**src/svc_pkg.sv**
```systemverilog
/*
 Constants for the host-side controller of a shadowed 8K x 8 static RAM.
 Assumes a 200 MHz system clock; all pin timing is counted in its cycles.
*/
package svc_pkg;
    localparam int          CLK_MHZ          = 200;
    localparam int          ADDR_W           = 13;
    localparam int          DATA_W           = 8;
    localparam int          DEPTH            = 8192;
    // Pin cycle phase lengths in ns, rounded up to whole cycles
    localparam int          SETUP_NS         = 10;
    localparam int          STROBE_NS        = 45;
    localparam int          HOLD_NS          = 10;
    localparam int          SETUP_CYC        = (SETUP_NS * CLK_MHZ + 999) / 1000;
    localparam int          STROBE_CYC       = (STROBE_NS * CLK_MHZ + 999) / 1000;
    localparam int          HOLD_CYC         = (HOLD_NS * CLK_MHZ + 999) / 1000;
    // Busy waits after a sequence or power-up, in their own units
    localparam int          SEQ_OFF_NS       = 650;
    localparam int          NV_LOAD_US       = 20;
    localparam int          NV_SAVE_MS       = 10;
    localparam int          PU_LOAD_US       = 550;
    localparam int          SEQ_OFF_CYC      = (SEQ_OFF_NS * CLK_MHZ + 999) / 1000;
    localparam int          NV_LOAD_CYC      = NV_LOAD_US * CLK_MHZ;
    localparam int          NV_SAVE_CYC      = NV_SAVE_MS * 1000 * CLK_MHZ;
    localparam int          PU_LOAD_CYC      = PU_LOAD_US * CLK_MHZ;
    localparam int          CNT_W            = 22;
    localparam int          SEQ_LEN          = 6;
    localparam logic [12:0] SEQ_A0           = 13'h0000;
    localparam logic [12:0] SEQ_A1           = 13'h1555;
    localparam logic [12:0] SEQ_A2           = 13'h0AAA;
    localparam logic [12:0] SEQ_A3           = 13'h1FFF;
    localparam logic [12:0] SEQ_A4           = 13'h10F0;
    localparam logic [12:0] SEQ_SAVE_LAST    = 13'h0F0F;
    localparam logic [12:0] SEQ_LOAD_LAST    = 13'h0F0E;

    typedef enum logic [1:0] {
        SVC_CMD_READ = 2'b00,
        SVC_CMD_WRITE = 2'b01,
        SVC_CMD_SAVE = 2'b10,
        SVC_CMD_LOAD = 2'b11
    } svc_cmd_type;

    typedef enum logic [2:0] {
        SVC_IDLE   = 3'b000,
        SVC_SETUP  = 3'b001,
        SVC_STROBE = 3'b010,
        SVC_HOLD   = 3'b011,
        SVC_WAIT   = 3'b100
    } svc_state_type;

    function automatic logic [12:0] svc_seq_addr(input logic [2:0] step,
                                                 input logic       load);
        case (step)
            3'd0:    svc_seq_addr = SEQ_A0;
            3'd1:    svc_seq_addr = SEQ_A1;
            3'd2:    svc_seq_addr = SEQ_A2;
            3'd3:    svc_seq_addr = SEQ_A3;
            3'd4:    svc_seq_addr = SEQ_A4;
            default: svc_seq_addr = load ? SEQ_LOAD_LAST : SEQ_SAVE_LAST;
        endcase
    endfunction : svc_seq_addr
endpackage : svc_pkg

```
**src/svc_ctrl.sv**
```systemverilog
/*
 Host controller driving a shadowed 8K x 8 static RAM over its pins:
 single reads and writes, and six-read save or load sequences.
 Assumes the supply monitor inputs are asynchronous levels and the user
 request port is on clk_sys. The device itself lies outside this block.
*/
// Behaviour
// - Address stable across whole write cycle
// - Gate kept high throughout every write
// - Save sequence: six reads ending 0F0F
// - Load sequence: six reads ending 0F0E
// - Gate stays high through all six
`timescale 1ns/10ps
module svc_ctrl #(
    parameter int NV_SAVE_CYCLES = svc_pkg::NV_SAVE_CYC,
    parameter int PU_LOAD_CYCLES = svc_pkg::PU_LOAD_CYC
) (
    input  wire logic                       clk_sys,
    input  wire logic                       rst,
    input  wire logic                       req_valid,
    input  wire svc_pkg::svc_cmd_type       req_cmd,
    input  wire logic [svc_pkg::ADDR_W-1:0] req_addr,
    input  wire logic [svc_pkg::DATA_W-1:0] req_wdata,
    output logic                            req_ready,
    output logic                            rsp_valid,
    output logic [svc_pkg::DATA_W-1:0]      rsp_rdata,
    output logic                            rsp_refused,
    input  wire logic                       supply_low,
    input  wire logic                       supply_reset,
    output logic                            nv_busy,
    output logic                            nv_dirty,
    output logic [svc_pkg::ADDR_W-1:0]      location_pins,
    output logic                            sel_n,
    output logic                            wr_n,
    output logic                            gate_n,
    input  wire logic [svc_pkg::DATA_W-1:0] bidir_data_pins_in,
    output logic [svc_pkg::DATA_W-1:0]      bidir_data_pins_out,
    output logic                            bidir_data_pins_oe
);
    import svc_pkg::*;

    svc_state_type     state_q;
    svc_cmd_type       cmd_q;
    logic [7:0]        phase_q;
    logic [2:0]        step_q;
    logic [DATA_W-1:0] din_s1_q;
    logic [DATA_W-1:0] din_s2_q;
    logic [1:0]        low_sync_q;
    logic [1:0]        rst_sync_q;
    logic              low_prev_q;
    logic              load_pend_q;
    logic              timer_load;
    logic [CNT_W-1:0]  timer_count;
    logic              timer_done;
    logic              supply_low_s;
    logic              is_seq;
    logic              last_step;

    assign supply_low_s = low_sync_q[1];
    assign is_seq = cmd_q[1];
    assign last_step = (step_q == 3'(SEQ_LEN - 1));

    // Pins and supply monitor pass two flops before use
    always_ff @(posedge clk_sys) begin
        if (rst) begin
            din_s1_q <= '0;
            din_s2_q <= '0;
            low_sync_q <= 2'b11;
            rst_sync_q <= 2'b11;
        end else begin
            din_s1_q <= bidir_data_pins_in;
            din_s2_q <= din_s1_q;
            low_sync_q <= {low_sync_q[0], supply_low};
            rst_sync_q <= {rst_sync_q[0], supply_reset};
        end
    end

    // Pending load latched at reset and on deep supply drop
    always_ff @(posedge clk_sys) begin
        if (rst) begin
            load_pend_q <= 1'b1;
        end else if (rst_sync_q[1]) begin
            load_pend_q <= 1'b1;
        end else if (load_pend_q && !supply_low_s) begin
            load_pend_q <= 1'b0;
        end
    end

    always_ff @(posedge clk_sys) begin
        if (rst) begin
            low_prev_q <= 1'b1;
        end else begin
            low_prev_q <= supply_low_s;
        end
    end

    // Tracks device's dirty flag: automatic save only follows a write
    always_ff @(posedge clk_sys) begin
        if (rst) begin
            nv_dirty <= 1'b0;
        end else if (state_q == SVC_HOLD && phase_q == 8'h00
                     && cmd_q == SVC_CMD_WRITE) begin
            nv_dirty <= 1'b1;
        end else if (timer_load) begin
            nv_dirty <= 1'b0;
        end
    end

    // Busy timer loads: sequence end, power-up load, supply loss save
    always_comb begin
        timer_load = 1'b0;
        timer_count = '0;
        if (state_q == SVC_HOLD && phase_q == 8'h00 && is_seq && last_step)
        begin
            timer_load = 1'b1;
            timer_count = (cmd_q == SVC_CMD_SAVE)
                ? CNT_W'(NV_SAVE_CYCLES + SEQ_OFF_CYC)
                : CNT_W'(NV_LOAD_CYC + SEQ_OFF_CYC);
        end else if (load_pend_q && !supply_low_s) begin
            timer_load = 1'b1;
            timer_count = CNT_W'(PU_LOAD_CYCLES);
        end else if (supply_low_s && !low_prev_q && nv_dirty) begin
            timer_load = 1'b1;
            timer_count = CNT_W'(NV_SAVE_CYCLES);
        end
    end

    svc_wait_timer u_timer (
        .clk_sys (clk_sys),
        .rst     (rst),
        .load    (timer_load),
        .count   (timer_count),
        .done    (timer_done)
    );

    // Pin cycle sequencer
    always_ff @(posedge clk_sys) begin
        if (rst) begin
            state_q <= SVC_IDLE;
            cmd_q <= SVC_CMD_READ;
            phase_q <= 8'h00;
            step_q <= 3'd0;
            location_pins <= '0;
            sel_n <= 1'b1;
            wr_n <= 1'b1;
            gate_n <= 1'b1;
            bidir_data_pins_out <= '0;
            bidir_data_pins_oe <= 1'b0;
            req_ready <= 1'b0;
            rsp_valid <= 1'b0;
            rsp_rdata <= '0;
            rsp_refused <= 1'b0;
            nv_busy <= 1'b1;
        end else begin
            rsp_valid <= 1'b0;
            rsp_refused <= 1'b0;
            req_ready <= 1'b0;
            nv_busy <= !timer_done || load_pend_q || supply_low_s;
            unique case (state_q)
                SVC_IDLE: begin
                    if (req_valid && !req_ready && supply_low_s
                        && req_cmd == SVC_CMD_SAVE) begin
                        // A save is refused while supply is low so the user never stalls on it
                        req_ready <= 1'b1;
                        rsp_valid <= 1'b1;
                        rsp_refused <= 1'b1;
                    end else if (!timer_done || load_pend_q || supply_low_s) begin
                        nv_busy <= 1'b1; // Pins idle while device busy
                    end else if (req_valid && !req_ready) begin
                        req_ready <= 1'b1;
                        cmd_q <= req_cmd;
                        step_q <= 3'd0;
                        state_q <= SVC_SETUP;
                        location_pins <= req_cmd[1]
                            ? svc_seq_addr(3'd0, 1'b0)
                            : req_addr;
                        bidir_data_pins_out <= req_wdata;
                        bidir_data_pins_oe <= (req_cmd == SVC_CMD_WRITE);
                        phase_q <= 8'(SETUP_CYC - 1);
                    end
                end
                SVC_SETUP: begin
                    if (phase_q != 8'h00) begin
                        phase_q <= phase_q - 8'h01;
                    end else begin
                        sel_n <= 1'b0;
                        wr_n <= !(cmd_q == SVC_CMD_WRITE);
                        gate_n <= (cmd_q != SVC_CMD_READ);
                        phase_q <= 8'(STROBE_CYC - 1);
                        state_q <= SVC_STROBE;
                    end
                end
                SVC_STROBE: begin
                    if (phase_q != 8'h00) begin
                        phase_q <= phase_q - 8'h01;
                    end else begin
                        sel_n <= 1'b1; // Select, write and gate rise together, ends cycle
                        wr_n <= 1'b1;
                        gate_n <= 1'b1;
                        rsp_rdata <= din_s2_q;
                        phase_q <= 8'(HOLD_CYC - 1);
                        state_q <= SVC_HOLD;
                    end
                end
                SVC_HOLD: begin
                    if (phase_q != 8'h00) begin
                        phase_q <= phase_q - 8'h01;
                    end else begin
                        bidir_data_pins_oe <= 1'b0; // Data held past end
                        if (is_seq && !last_step) begin
                            step_q <= step_q + 3'd1;  // back to back
                            location_pins <= svc_seq_addr(step_q + 3'd1,
                                cmd_q == SVC_CMD_LOAD);
                            phase_q <= 8'(SETUP_CYC - 1);
                            state_q <= SVC_SETUP;
                        end else begin
                            rsp_valid <= 1'b1;
                            state_q <= is_seq ? SVC_WAIT : SVC_IDLE;
                        end
                    end
                end
                SVC_WAIT: begin
                    if (timer_done) begin
                        state_q <= SVC_IDLE;
                    end
                end
                default: state_q <= SVC_IDLE;
            endcase
        end
    end
endmodule : svc_ctrl

```
**src/svc_wait_timer.sv**
```systemverilog
/*
 Down-counting busy timer for nonvolatile operations.
 Assumes load is a one-cycle pulse from the same clock.
*/
`timescale 1ns/10ps
module svc_wait_timer (
    input  wire logic                       clk_sys,
    input  wire logic                       rst,
    input  wire logic                       load,
    input  wire logic [svc_pkg::CNT_W-1:0]  count,
    output logic                            done
);
    import svc_pkg::*;
    logic [CNT_W-1:0] cnt_q;

    always_ff @(posedge clk_sys) begin
        if (rst) begin
            cnt_q <= '0;
        end else if (load) begin
            cnt_q <= count;
        end else if (cnt_q != '0) begin
            cnt_q <= cnt_q - CNT_W'(1);
        end
    end

    assign done = (cnt_q == '0) && !load;
endmodule : svc_wait_timer

```
**config.mk**
```make
export PLATFORM = sky130hd
export DESIGN_NAME = svc_ctrl
export DESIGN_NICKNAME = d
export VERILOG_FILES = /design/src/svc_pkg.sv /design/src/svc_ctrl.sv /design/src/svc_wait_timer.sv
export SDC_FILE = /design/constraint.sdc
export NUM_CORES = 1
export LEC_CHECK = 0
export BUFFER_PORTS_ARGS = -buffer_cell sky130_fd_sc_hd__buf_2
export CAP_MARGIN = 20
export CORE_ASPECT_RATIO = 0.75
export CORE_MARGIN = 2
export CORE_UTILIZATION = 39
export DETAILED_ROUTE_END_ITERATION = 16
export GPL_TIMING_DRIVEN = 0
export RECOVER_POWER = 100
export SETUP_SLACK_MARGIN = 0.4
export SYNTH_ARGS = -nofsm -noshare
export SYNTH_HDL_FRONTEND = slang
export SYNTH_SLANG_ARGS = --single-unit
```
**constraint.sdc**
```tcl
create_clock -name clk_sys -period 3.1 [get_ports clk_sys]
set_input_delay 0 -clock clk_sys [delete_from_list [all_inputs] [get_ports clk_sys]]
set_output_delay 0 -clock clk_sys [all_outputs]
set_load 0.01 [all_outputs]
```
Yosys cells after proc, flatten, opt, wreduce, memory -nomap -nowiden
Index checks and enable logic that the tools add are counted.
{"block": "totals", "reg_bits": 98, "wordCells": 160}
{"block": "op_classes", "add_sub_neg": 3, "n_eq_ne": 23, "n_mux": 65, "bitwise_logic": 4, "reduce_logical": 42}
{"op": "2-to-1 mux 21 bit", "count": 4}
{"op": "2-to-1 mux 13 bit", "count": 6}
{"op": "one-hot mux 13 bit (5 select lines)", "count": 1}
{"op": "2-to-1 mux 8 bit", "count": 7}
{"op": "2-to-1 mux 22 bit", "count": 2}
{"op": "2-to-1 mux 3 bit", "count": 14}
{"op": "one-hot mux 8 bit (4 select lines)", "count": 1}
{"op": "one-hot mux 13 bit (2 select lines)", "count": 1}
{"op": "logical NOT 22 bit", "count": 1}
{"op": "2-to-1 mux 1 bit", "count": 22}
{"op": "nonzero test 22 bit", "count": 1}
{"op": "subtractor 22 x 1 -> 22 bit, second input constant", "count": 1}
{"op": "one-hot mux 3 bit (5 select lines)", "count": 1}
{"op": "!= test 2 bit, second input constant", "count": 7}
{"op": "== test 3 x 2 -> 1 bit, second input constant", "count": 4}
{"op": "logical AND 1 bit", "count": 12}
{"op": "one-hot mux 1 bit (2 select lines)", "count": 5}
{"op": "AND reduction 5 bit", "count": 2}
{"op": "nonzero test 2 bit", "count": 5}
{"op": "== test 3 bit, second input constant", "count": 3}
{"op": "logical NOT 8 bit", "count": 1}
{"op": "nonzero test 8 bit", "count": 1}
{"op": "subtractor 8 x 1 -> 8 bit, second input constant", "count": 1}
{"op": "logical NOT 1 bit", "count": 7}
{"op": "other kinds (17)", "count": 27}

Logic depth before layout (Yosys ltp)
Gate-level depths: netlist of run 1.
{"block": "logic_depth", "word_depth": 14, "mapped_depth": 8}

By module
From an unflattened synthesis of run 1, not the netlist that was laid out.
{"block": "unflattened", "cells_unflattened": 518, "area_unflattened_um2": 4523.1}
{"module": "svc_ctrl", "n_inst": 1, "cells_each": 363, "area_per_inst_um2": 3231.8, "seq_area_each_um2": 1521.5}
{"module": "svc_wait_timer", "n_inst": 1, "cells_each": 155, "area_per_inst_um2": 1291.2, "seq_area_each_um2": 440.4}

Worst setup path before layout of run 1
Ideal clock, no wire load.
{"block": "synth_path", "kind": "flip-flop to flip-flop", "startpoint": "register phase_q[0]", "endpoint": "register u_timer.cnt_q[14]", "t_arrival_ps": 2218, "required_ps": 3029, "path_slack_ps": 811, "stages_incl_launch_ff": 9, "period_less_slack_ps": 2289, "path_cell_list": "dfxtp_1 inv_1 ha_1 or4b_4 nor4_4 nor4_2 buf_6 or3_1 a21oi_1"}
{"block": "synth_via", "elab_chain_cells": 6}
{"item": "start, declared", "line": "svc_ctrl.sv:44", "text": "logic [7:0] phase_q;"}
{"item": "start signal, assigned", "line": "svc_ctrl.sv:179", "text": "phase_q <= 8'(SETUP_CYC - 1);"}
{"item": "start signal, assigned", "line": "svc_ctrl.sv:184", "text": "phase_q <= phase_q - 8'h01;"}
{"item": "start signal, assigned", "line": "svc_ctrl.sv:189", "text": "phase_q <= 8'(STROBE_CYC - 1);"}
{"item": "logical NOT 8 bit (*)", "line": "svc_ctrl.sv:113", "text": "if (state_q == SVC_HOLD && phase_q == 8'h00 && is_seq && last_step)"}
{"item": "logical AND 1 bit (*) (3 in series)", "line": "svc_ctrl.sv:113"}
{"item": "2-to-1 mux 21 bit / 2-to-1 mux 1 bit (equally long branches)", "line": "svc_ctrl.sv:113"}
{"item": "2-to-1 mux 22 bit / nonzero test 2 bit (equally long branches)"}
{"item": "end signal, assigned", "line": "svc_wait_timer.sv:20", "text": "cnt_q <= count;"}
{"item": "end signal, assigned", "line": "svc_wait_timer.sv:22", "text": "cnt_q <= cnt_q - CNT_W'(1);"}
{"item": "end, declared", "line": "svc_wait_timer.sv:14", "text": "logic [CNT_W-1:0] cnt_q;"}
Mark *: on every way between the ends. The rest lies on a longest branch, timed or not.
A chain may end at the register's enable or synchronous reset.

Worst setup path in the final report of run 1
{"block": "layout_path", "startpoint": "register phase_q[0]", "endpoint": "register u_timer.cnt_q[10]"}
The elaborated chain is that of the path after synthesis.

==> impl_metrics.env, run 1 <==
export IMPL_crit_path_end_kind="flop"
export IMPL_yosys_warnings=0
export IMPL_max_freq_mhz=373
export IMPL_crit_chain="inv_1, ha_1, or4b_1, or4_1, nand4_2, o21ai_0, a211oi_1"
export IMPL_fp_dieW_um=126
export IMPL_die_h_um=95.8
export IMPL_drv_cap=0
export IMPL_overflow=0
export IMPL_synthAdderAreaFrac_pct=2.57
export IMPL_slowest_stage="or4_1"
export IMPL_clk_insertion_delay_late_ns=0.35
export IMPL_num_io_pins=74
export IMPL_clkPwrFrac_pct=29.1
export IMPL_power_switching_uw=1420
export IMPL_async_flop_share_pct=0
export IMPL_synth_avg_cell_area_um2=8.59
export IMPL_slew_headroom_pct=52.9
export IMPL_n_antenna_cell=0
export IMPL_clkTransAtPathRegs_ns=0.07
export IMPL_whs_path_depth=3
export IMPL_finalClockSkew_ns=0.00784
export IMPL_clock_sinks=98
export IMPL_routabilityCongestion=0.867
export IMPL_grt_antenna_before_repair=0
export IMPL_grt_pass1_wl_mm=18.7
export IMPL_reg2reg_slack_ns=0.42
export IMPL_synth_simple_area_share_pct=27.1
export IMPL_setup_violations=0
export IMPL_vias=4208
export IMPL_period_share_pct=86.4
export IMPL_status="finished clean"
export IMPL_tightest_slew_ns=0.700
export IMPL_reg2reg_depth=7
export IMPL_path_max_fanout=8
export IMPL_final_hold_viol_count=0
export IMPL_antenna_left=0
export IMPL_grt_pass1_vias=3807
export IMPL_hp_class="in -> reg"
export IMPL_yosysUniqueCellTypes=62
export IMPL_clock_path_buffers=2
export IMPL_wl_per_cell_um=15.2
export IMPL_seqPwrFrac_pct=39.2
export IMPL_root_buffer="clkbuf_16"
export IMPL_peakVddDrop_uv=332
export IMPL_synth_edff_count=0
export IMPL_dp_cells=723
export IMPL_dr_pass1_iters=5
export IMPL_synth_flop_cell="dfxtp_1"
export IMPL_drc=0
export IMPL_finalPower_uw=3990
export IMPL_synth_net_count=555
export IMPL_dp_hpwl_mm=8.35
export IMPL_crit_arrival_ns=2.93
export IMPL_setup_slack_ns=0.420
export IMPL_grt_max_degree=19
export IMPL_drv_slew=0
export IMPL_viasPerCell=5.42
export IMPL_final_nets=676
export IMPL_slowest_delay_ns=0.68
export IMPL_comb_power_share_pct=31.7
export IMPL_place_ws_ns=0.415
export IMPL_synth_xor_area_share_pct=2.60
export IMPL_core_area_um2=10900
export IMPL_final_cell_mix="98 x dfxtp_1, 61 x clkbuf_1, 60 x nand2_1"
export IMPL_die_area_um2=12100
export IMPL_crit_type="reg -> reg"
export IMPL_fin_crit_ns=2.68
export IMPL_syn_area_um2=4380
export IMPL_fin_cells=776
export IMPL_p_sw_share_pct=35.7
export IMPL_htree_levels=3
export IMPL_seq_area_frac_synth_pct=44.8
export IMPL_routed_wl_mm=11.8
export IMPL_total_leakage_power_uw=0.00206
export IMPL_cts_tree="done"
export IMPL_synth_seq_cells=98
export IMPL_synth_compound_area_share_pct=18.8
export IMPL_core_rowCount=33
export IMPL_layout_commonest_cell="dfxtp_1"
export IMPL_synth_mux_area_fraction_pct=0.457
export IMPL_start_kind="flop"
export IMPL_grt_setup_unrepaired="yes"
export IMPL_synthCells=510
export IMPL_initial_core_util_pct=40.1
export IMPL_p_per_area_nw_per_um2=720
export IMPL_drt_initial_drc_count=279
export IMPL_whs_ns=0.0340
export IMPL_cp_required_ns=3.35
export IMPL_setup_tns_final_ns=0
export IMPL_grt_usage_pct=19.6
export IMPL_cts_buffers=9
export IMPL_port_buffers=73
export IMPL_p_int_uw=2570
export IMPL_syn_to_final_growth_pct=26.4
export IMPL_drive_above_1_share_pct=12.4
export IMPL_synth_top_family_by_area="simple AND/OR/NAND/NOR gates"
## cell usage after synthesis (5+ instances only)
master	instances	share of area, %
nor2_1	36	3.1
clkbuf_1	21	1.8
nand2_1	61	5.2
or2_2	9	1.3
dfxtp_1	98	45
or4_1	5	0.86
inv_1	14	1.2
nand3_1	5	0.57
a211oi_1	12	2.1
ha_1	9	2.6
nor3_1	25	2.9
nor2b_1	19	2.7
a21oi_1	52	5.9
nor3b_1	5	0.86
o21ai_0	23	2.6
xor2_1	8	1.6
xnor2_1	5	1.0
nand4_1	7	1.0
or3_1	8	1.1
nand3b_1	5	0.86
nor4_1	9	1.3
## metal layers
| metal | global-route usage, % | wire length [um] | up-vias |
|---|---|---|---|
| li1 | - | - | 2083 |
| met1 | 26.8 | 5670 | 1979 |
| met2 | 31.3 | 5280 | 136 |
| met3 | 4.78 | 693 | 10 |
| met4 | 4.67 | 123 | 0 |
| met5 | 0 | 0 | - |
## final timing paths
path	to	startpoint
max	u_timer.cnt_q[10]$_SDFFE_PP0P_	phase_q[0]$_SDFFE_PP0P_
min	location_pins[0]$_SDFFE_PP0P_	req_addr[0]
min reg2reg	rst_sync_q[1]$_SDFF_PP1_	rst_sync_q[0]$_SDFF_PP1_
max reg2reg	u_timer.cnt_q[10]$_SDFFE_PP0P_	phase_q[0]$_SDFFE_PP0P_
## critical path: cells and delay by family, from the launching register on
| kind | cells | cell delay [ns] |
|---|---|---|
| buffers and inverters | 1 | 0.09 |
| flip-flops | 1 | 0.35 |
| AO/OA/AOI/OAI | 2 | 0.43 |
| AND/OR/NAND/NOR | 3 | 1.52 |
| adder cells (fa/ha/maj) | 1 | 0.18 |
## power groups by stage
stage	Combinational, uW	Sequential [uW]	Clock [uW]
after floorplan	902	1550	0
after global placement	1150	1580	0
after detailed placement	1170	1590	0
after CTS	1210	1560	1200
after global routing	1400	1590	1250
final	1260	1560	1160
## cell families after synthesis
kind of cell,count (synthesis)
compound gates,130
xor+xnor,13
fa+ha+maj,9
buf+inv,39
flops,98
mux,2
simple gates,219
## registers in the layout, summed over array words and instances (netlist names), 2 cells and up
signal,flops
cmd_q,2
phase_q,8
din_s2_q,8
bidir_data_pins_out,8
low_sync_q,2
rst_sync_q,2
din_s1_q,8
rsp_rdata,8
u_timer.cnt_q,22
location_pins,13
state_q,3
step_q,3
## area by class of cell
| type | instances | area (um^2) |
|---|---|---|
| clock buffer | 9 | 225 |
| clock inverter | 7 | 86.3 |
| inverter | 14 | 52.6 |
| fill | 1043 | 5400 |
| buffer | 25 | 110 |
| tap | 140 | 175 |
| sequential | 98 | 1960 |
| timing repair buffer | 110 | 674 |
| multi-input combinational | 373 | 2260 |
## through the flow
stage	util [%]	instance area, um^2
3_3_place_gp	45.0	4920
5_1_grt	50.6	5540
2_1_floorplan	-	4380
3_5_place_dp	45.0	4920
4_1_cts	50.8	5560
6_report	50.6	5540
## what timing repair did
| item | 4_1_cts | 5_1_grt |
|---|---|---|
| gates resized for setup | 1 | 4 |
| pin swaps | 1 | 2 |
| hold endpoints to repair | 33 | 0 |
| gates cloned | 0 | 0 |
| hold buffers | 32 | 0 |
| buffers inserted | 0 | 5 |
| endpoints found under the setup margin | 3 | 41 |
(Power assumes the default switching activity.)
==> run 2, diff against run 1 <==
ABC_AREA = 1   (was default)
CELL_PAD_IN_SITES_DETAIL_PLACEMENT = 1   (was default)
CELL_PAD_IN_SITES_GLOBAL_PLACEMENT = 1   (was default)
PLACE_DENSITY_LB_ADDON = 0.1   (was default)
==> run 2 against run 1 <==
  * Combinational power rose by 72%
  * Sequential power rose by 11%
  * Final cell count rose by 23%
  * Largest power group is now combinational logic
  * Hold slack got worse by 0.014 ns
  * Count of clock-buffer cells in the layout rose by 1
  * Clock power rose by 14%
  * Via count rose by 11%
  * Critical endpoint is now location_pins[0]$_SDFFE_PP0P_
  * Synthesized cell count rose by 35%
  * Final area rose by 3.5%
  * Sequential share of layout area fell by 1.2 points
  * Non-clock buffer count fell by 22
  * Critical path type unchanged
  * Critical path depth rose by 3
==> impl_metrics.env, run 2 <==
export IMPL_fp_dieW_um=131
export IMPL_total_leakage_power_uw=0.00265
export IMPL_max_freq_mhz=390
export IMPL_drive_above_1_share_pct=9.67
export IMPL_synth_simple_area_share_pct=34.0
export IMPL_layout_commonest_cell="nand2_1"
export IMPL_routabilityCongestion=0.859
export IMPL_hp_class="in -> reg"
export IMPL_crit_arrival_ns=2.85
export IMPL_antenna_left=0
export IMPL_grt_antenna_before_repair=0
export IMPL_synth_flop_cell="dfxtp_1"
export IMPL_drv_slew=0
export IMPL_vias=4679
export IMPL_viasPerCell=4.88
export IMPL_setup_slack_ns=0.533
export IMPL_yosys_top_cells_count="149 x nand2_1, 124 x nor2_1, 98 x dfxtp_1, 91 x inv_1, 49 x a21oi_1"
export IMPL_whs_path_depth=5
export IMPL_async_flop_share_pct=0
export IMPL_place_ws_ns=0.855
export IMPL_period_share_pct=82.8
export IMPL_drt_initial_drc_count=160
export IMPL_synth_seq_cells=98
export IMPL_synthAdderAreaFrac_pct=2.40
export IMPL_num_io_pins=74
export IMPL_placed_area_um2=5260
export IMPL_yosysMostFrequentCell="nand2_1"
export IMPL_clk_insertion_delay_late_ns=0.35
export IMPL_slowest_delay_ns=0.45
export IMPL_final_hold_viol_count=0
export IMPL_drv_cap=0
export IMPL_final_area_um2=5740
export IMPL_fin_crit_ns=2.57
export IMPL_syn_to_final_growth_pct=22.4
export IMPL_grt_pass1_wl_mm=23.5
export IMPL_synthCells=686
export IMPL_synth_avg_cell_area_um2=6.83
export IMPL_setup_violations=0
export IMPL_wl_per_cell_um=14.8
export IMPL_comb_power_share_pct=41.6
export IMPL_htree_levels=3
export IMPL_fillers=1599
export IMPL_synth_mux_area_fraction_pct=0
export IMPL_slowest_stage="nor2_1"
export IMPL_syn_area_um2=4690
export IMPL_grt_max_degree=18
export IMPL_largest_reg_flops=22
export IMPL_crit_path_end_kind="flop"
export IMPL_setup_tns_final_ns=0
export IMPL_synth_compound_area_share_pct=9.80
export IMPL_dp_hpwl_mm=10.5
export IMPL_yosys_warnings=0
export IMPL_post_cts_buffers=0
export IMPL_power_switching_uw=2160
export IMPL_finalClockSkew_ns=0.00771
export IMPL_port_buffers=73
export IMPL_synth_area_top_cells="dfxtp_1 42%, nand2_1 12%, nor2_1 9.9%, inv_1 7.3%, a21oi_1 5.2%"
export IMPL_core_area_um2=11700
export IMPL_dr_wl_met2_mm=6.50
export IMPL_path_max_fanout=10
export IMPL_yosysTopAreaCell="dfxtp_1"
export IMPL_ctsResizeCount=0
export IMPL_n_antenna_cell=0
export IMPL_p_int_uw=3060
export IMPL_met3_wirelength_um=575
export IMPL_drc=0
export IMPL_die_area_um2=12900
export IMPL_start_kind="flop"
export IMPL_clock_path_buffers=2
export IMPL_seq_area_frac_synth_pct=41.9
export IMPL_peakVddDrop_uv=465
export IMPL_grt_setup_unrepaired="no"
export IMPL_status="finished clean"
export IMPL_overflow=0
export IMPL_root_buffer="clkbuf_16"
export IMPL_cts_buffers=9
export IMPL_p_sw_share_pct=41.4
export IMPL_top_layer_used="met4"
export IMPL_synth_net_count=731
export IMPL_final_nets=836
export IMPL_reg2reg_depth=10
export IMPL_final_cell_mix="151 x nand2_1, 127 x nor2_1, 98 x dfxtp_1"
export IMPL_finalPower_uw=5220
export IMPL_routed_wl_mm=14.2
export IMPL_core_rowCount=34
export IMPL_synth_top_area_share_pct=41.9
export IMPL_crit_type="reg -> reg"
export IMPL_whs_ns=0.0200
export IMPL_synth_edff_count=0
export IMPL_grt_pass1_vias=4837
export IMPL_die_h_um=98.9
export IMPL_synth_top_family_by_area="simple AND/OR/NAND/NOR gates"
export IMPL_tightest_slew_ns=0.609
export IMPL_dr_pass1_iters=4
export IMPL_clkTransAtPathRegs_ns=0.07
export IMPL_wl_met1_mm=6.97
export IMPL_p_per_area_nw_per_um2=910
export IMPL_yosysUniqueCellTypes=40
export IMPL_seqPwrFrac_pct=33.1
export IMPL_clock_sinks=98
export IMPL_initial_core_util_pct=40.2
export IMPL_top_regs="u_timer.cnt_q x22, location_pins x13"
export IMPL_grt_usage_pct=23.0
export IMPL_clkPwrFrac_pct=25.2
export IMPL_regMostFlops="u_timer.cnt_q"
export IMPL_crit_chain="nor2_1, nand4_1, nor2_1, nand3_1, nand2_1, nand3_4, clkbuf_1, nand2_1, nand2_1, nor2_1"
export IMPL_synth_xor_area_share_pct=2.06
export IMPL_cts_tree="done"
export IMPL_cp_required_ns=3.38
export IMPL_slew_headroom_pct=59.4
run 2: cell count changes in the layout (fill, tap and decap cells not counted), moves of 9 or more:
cell           before  now
nor4_1             10    1
nor3_1             24    5
nand2_1            60  151
dlygate4sd3_1      32   21
nand4_1             7   24
a211oi_1           12    2
nand3_1             5   34
nor2_1             36  127
inv_1              14   92
nor2b_1            19    0
run 2: final timing paths:
| path | from | end | slack (ns) |
|---|---|---|---|
| worst min register to register | din_s1_q[6]$_SDFF_PP0_ | din_s2_q[6]$_SDFF_PP0_ | 0.41 |
| worst max-delay path | u_timer.cnt_q[8]$_SDFFE_PP0P_ | location_pins[0]$_SDFFE_PP0P_ | 0.53 |
| worst max register to register | u_timer.cnt_q[8]$_SDFFE_PP0P_ | location_pins[0]$_SDFFE_PP0P_ | 0.53 |
| worst min-delay path | req_addr[5] | location_pins[5]$_SDFFE_PP0P_ | 0.02 |
run 2: power groups by stage:
stage / combinational [uW] / clock, uW / sequential [uW]
floorplan: 1550 / 0 / 1740
global placement: 2080 / 0 / 1730
detailed placement: 2170 / 0 / 1750
CTS: 2230 / 1350 / 1720
global route: 2470 / 1410 / 1760
finish: 2170 / 1320 / 1730
run 2: area by class of cell:
| class | count | area, um^2 | share of cell area, % |
|---|---|---|---|
| Buffer | 19 | 91.3 | 1.59 |
| Clock buffer | 10 | 229 | 3.99 |
| Clock inverter | 6 | 119 | 2.07 |
| Inverter | 96 | 360 | 6.28 |
| Multi-Input combinational cell | 473 | 2250 | 39.2 |
| Sequential cell | 98 | 1960 | 34.2 |
| Tap cell | 162 | 203 | 3.53 |
| Timing Repair Buffer | 94 | 527 | 9.18 |
run 2: timing repair:
item | 4_1_cts | 5_1_grt
endpoints found under the setup margin | 0 | 0
hold buffers | 21 | 0
endpoints found under the hold margin | 21 | 0
run 2: critical path: cells and delay by family (launching register included):
kind,cells,cell delay [ns]
AND/OR/NAND/NOR,9,1.86
flip-flops,1,0.35
buffers and inverters,1,0.30
run 2: kinds of logic after synthesis:
family | Yosys count
AOI/OAI and AO/OA | 86
xor gates and xnor gates | 11
adders and majority gates | 9
buffers and inverters | 115
DFF | 98
and+or+nand+nor | 367
run 2: routing by layer:
| layer | GRT usage [%] | vias to the layer above |
|---|---|---|
| met5 | 0 | - |
| met1 | 30.6 | 2189 |
| met3 | 4.61 | 11 |
| met2 | 39.0 | 100 |
| met4 | 4.26 | 0 |
| li1 | - | 2379 |
run 2: per-stage QoR:
step / util, % / cells
detailed placement: 45.1 / 921
CTS: 49.9 / 958
finish: 49.2 / 958
floorplan: - / 686
global route: 49.2 / 958
global placement: 45.1 / 921
==> run 3, diff against run 2 <==
ABC_AREA = 0   (was 1)
clock period = 2.5 ns   (was 3.1 ns; I/O delays follow)
==> run 3 against run 2 <==
  * Core utilization is 6.7 points higher
  * Register-to-register slack worse by 0.35 ns
  * Count of clock-buffer cells in the layout is 1 lower
  * Flip-flop and latch count stayed put
  * Worst setup slack worse by 0.35 ns
  * Combinational power is 4% higher
  * Die area is 6.3% lower
  * Sequential share of layout area is 2.0 points lower
  * Wire length is 3.5% higher
  * Global-route usage is 1.7 points higher
  * Clock skew is 0.00072 ns higher
  * Critical path depth is 2 lower
==> impl_metrics.env, run 3 (synthesized netlist as in run 1, its figures left out) <==
export IMPL_status="finished clean"
export IMPL_die_area_um2=12100
export IMPL_clk_insertion_delay_late_ns=0.36
export IMPL_grt_antenna_before_repair=0
export IMPL_cts_buffers=9
export IMPL_tightest_slew_ns=0.719
export IMPL_grt_setup_unrepaired="yes"
export IMPL_hp_class="in -> reg"
export IMPL_clock_sinks=98
export IMPL_drc=0
export IMPL_routed_wl_mm=14.7
export IMPL_busiest_layer="met2"
export IMPL_routabilityCongestion=0.882
export IMPL_final_nets=709
export IMPL_n_antenna_cell=0
export IMPL_slew_headroom_pct=51.6
export IMPL_final_cell_mix="91 x dfxtp_1, 58 x nand2_1, 57 x clkbuf_1"
export IMPL_antenna_left=0
export IMPL_clkTransAtPathRegs_ns=0.08
export IMPL_root_buffer="clkbuf_16"
export IMPL_crit_arrival_ns=2.59
export IMPL_setup_tns_final_ns=0
export IMPL_drt_initial_drc_count=197
export IMPL_p_per_area_nw_per_um2=923
export IMPL_largest_reg_flops=22
export IMPL_setup_violations=0
export IMPL_drv_slew=0
export IMPL_whs_ns=0.00658
export IMPL_start_kind="flop"
export IMPL_port_buffers=73
export IMPL_syn_to_final_growth_pct=39.7
export IMPL_core_area_um2=10900
export IMPL_wl_per_cell_um=18.1
export IMPL_max_freq_mhz=431
export IMPL_crit_type="reg -> reg"
export IMPL_clock_path_buffers=2
export IMPL_regMostFlops="u_timer.cnt_q"
export IMPL_met2_usage_pct=42.3
export IMPL_initial_core_util_pct=40.1
export IMPL_path_max_fanout=3
export IMPL_globalRouteMet1Util_pct=31.9
export IMPL_viasPerCell=5.47
export IMPL_cp_required_ns=2.77
export IMPL_finalClockSkew_ns=0.00843
export IMPL_die_h_um=95.8
export IMPL_period_share_pct=92.8
export IMPL_vias=4429
export IMPL_fp_dieW_um=126
export IMPL_grt_usage_pct=24.7
export IMPL_final_hold_viol_count=0
export IMPL_layout_commonest_cell="dfxtp_1"
export IMPL_drv_cap=0
export IMPL_grt_max_degree=20
export IMPL_overflow=0
export IMPL_peakVddDrop_uv=416
export IMPL_grt_pass1_vias=4628
export IMPL_dr_pass1_iters=4
export IMPL_met3_usage_pct=4.78
export IMPL_crit_path_end_kind="flop"
export IMPL_fin_crit_ns=2.32
export IMPL_total_leakage_power_uw=0.00228
export IMPL_drive_above_1_share_pct=25.1
export IMPL_dp_hpwl_mm=9.38
export IMPL_htree_levels=3
export IMPL_cts_tree="done"
export IMPL_core_rowCount=33
export IMPL_num_io_pins=74
export IMPL_grt_pass1_wl_mm=23.7
export IMPL_top_regs="u_timer.cnt_q x22, location_pins x13"
-- run 3: per-layer routing --
| layer | vias to the layer above | part of all wire [%] |
|---|---|---|
| li1 | 2143 | - |
| met1 | 2186 | 46 |
| met2 | 85 | 48 |
| met3 | 15 | 4.1 |
| met4 | 0 | 1.1 |
| met5 | - | 0 |
-- run 3: power by group --
group | internal [uW] | switching [uW]
Combinational | 1050 | 1200
Sequential | 1750 | 260
Clock | 704 | 682
-- run 3: layout make-up --
cell class | instances | area [um^2]
plain buffers | 25 | 131
clock buffers | 9 | 225
clock inverters | 7 | 68.8
fillers | 1290 | 4820
inverters | 14 | 55.1
multi-input cells | 373 | 2570
flip-flops and latches | 98 | 1970
well taps | 140 | 175
repair buffers | 143 | 923
-- run 3: worst max-delay path, cell delays in order (launching register included) --
cell and delay [ns]:
dfxtp_1 0.35, inv_4 0.07, ha_4 0.12, or4b_4 0.48
or4_1 0.53, clkbuf_1 0.19, a41oi_1 0.22, a21oi_1 0.09
nor3_1 0.18
-- run 3: metrics by stage --
stage               cell area (um^2)  worst slack, ns  cells  power (uW)  util (%)
floorplan                       4410            0.397    510        3050         -
global placement                4950           -0.122    723        3420      45.2
detailed placement              4950           -0.172    723        3470      45.2
CTS                             5910            0.189    791        5250      54.0
global route                    6120           0.0970    809        5970      56.0
finish                          6120            0.180    809        5650      56.0
-- run 3: timing repair --
action                     in CTS  in global routing
pin swaps                      21                 21
hold buffers                   31                  0
hold endpoints to repair       32                  0
gates cloned                    2                  0
resized for setup              46                 79
setup buffers                  19                 18
setup endpoints to repair      72                 73
-- run 3: path summary, 6_finish.rpt --
check                           start                             to  slack (ns)  cells after the start
max           phase_q[0]$_SDFFE_PP0P_        state_q[2]$_SDFFE_PP0P_        0.18                      8
min                       req_addr[2]  location_pins[2]$_SDFFE_PP0P_       0.007                      3
max reg2reg   phase_q[0]$_SDFFE_PP0P_        state_q[2]$_SDFFE_PP0P_        0.18                      8
min reg2reg  rst_sync_q[0]$_SDFF_PP1_       rst_sync_q[1]$_SDFF_PP1_        0.42                      1
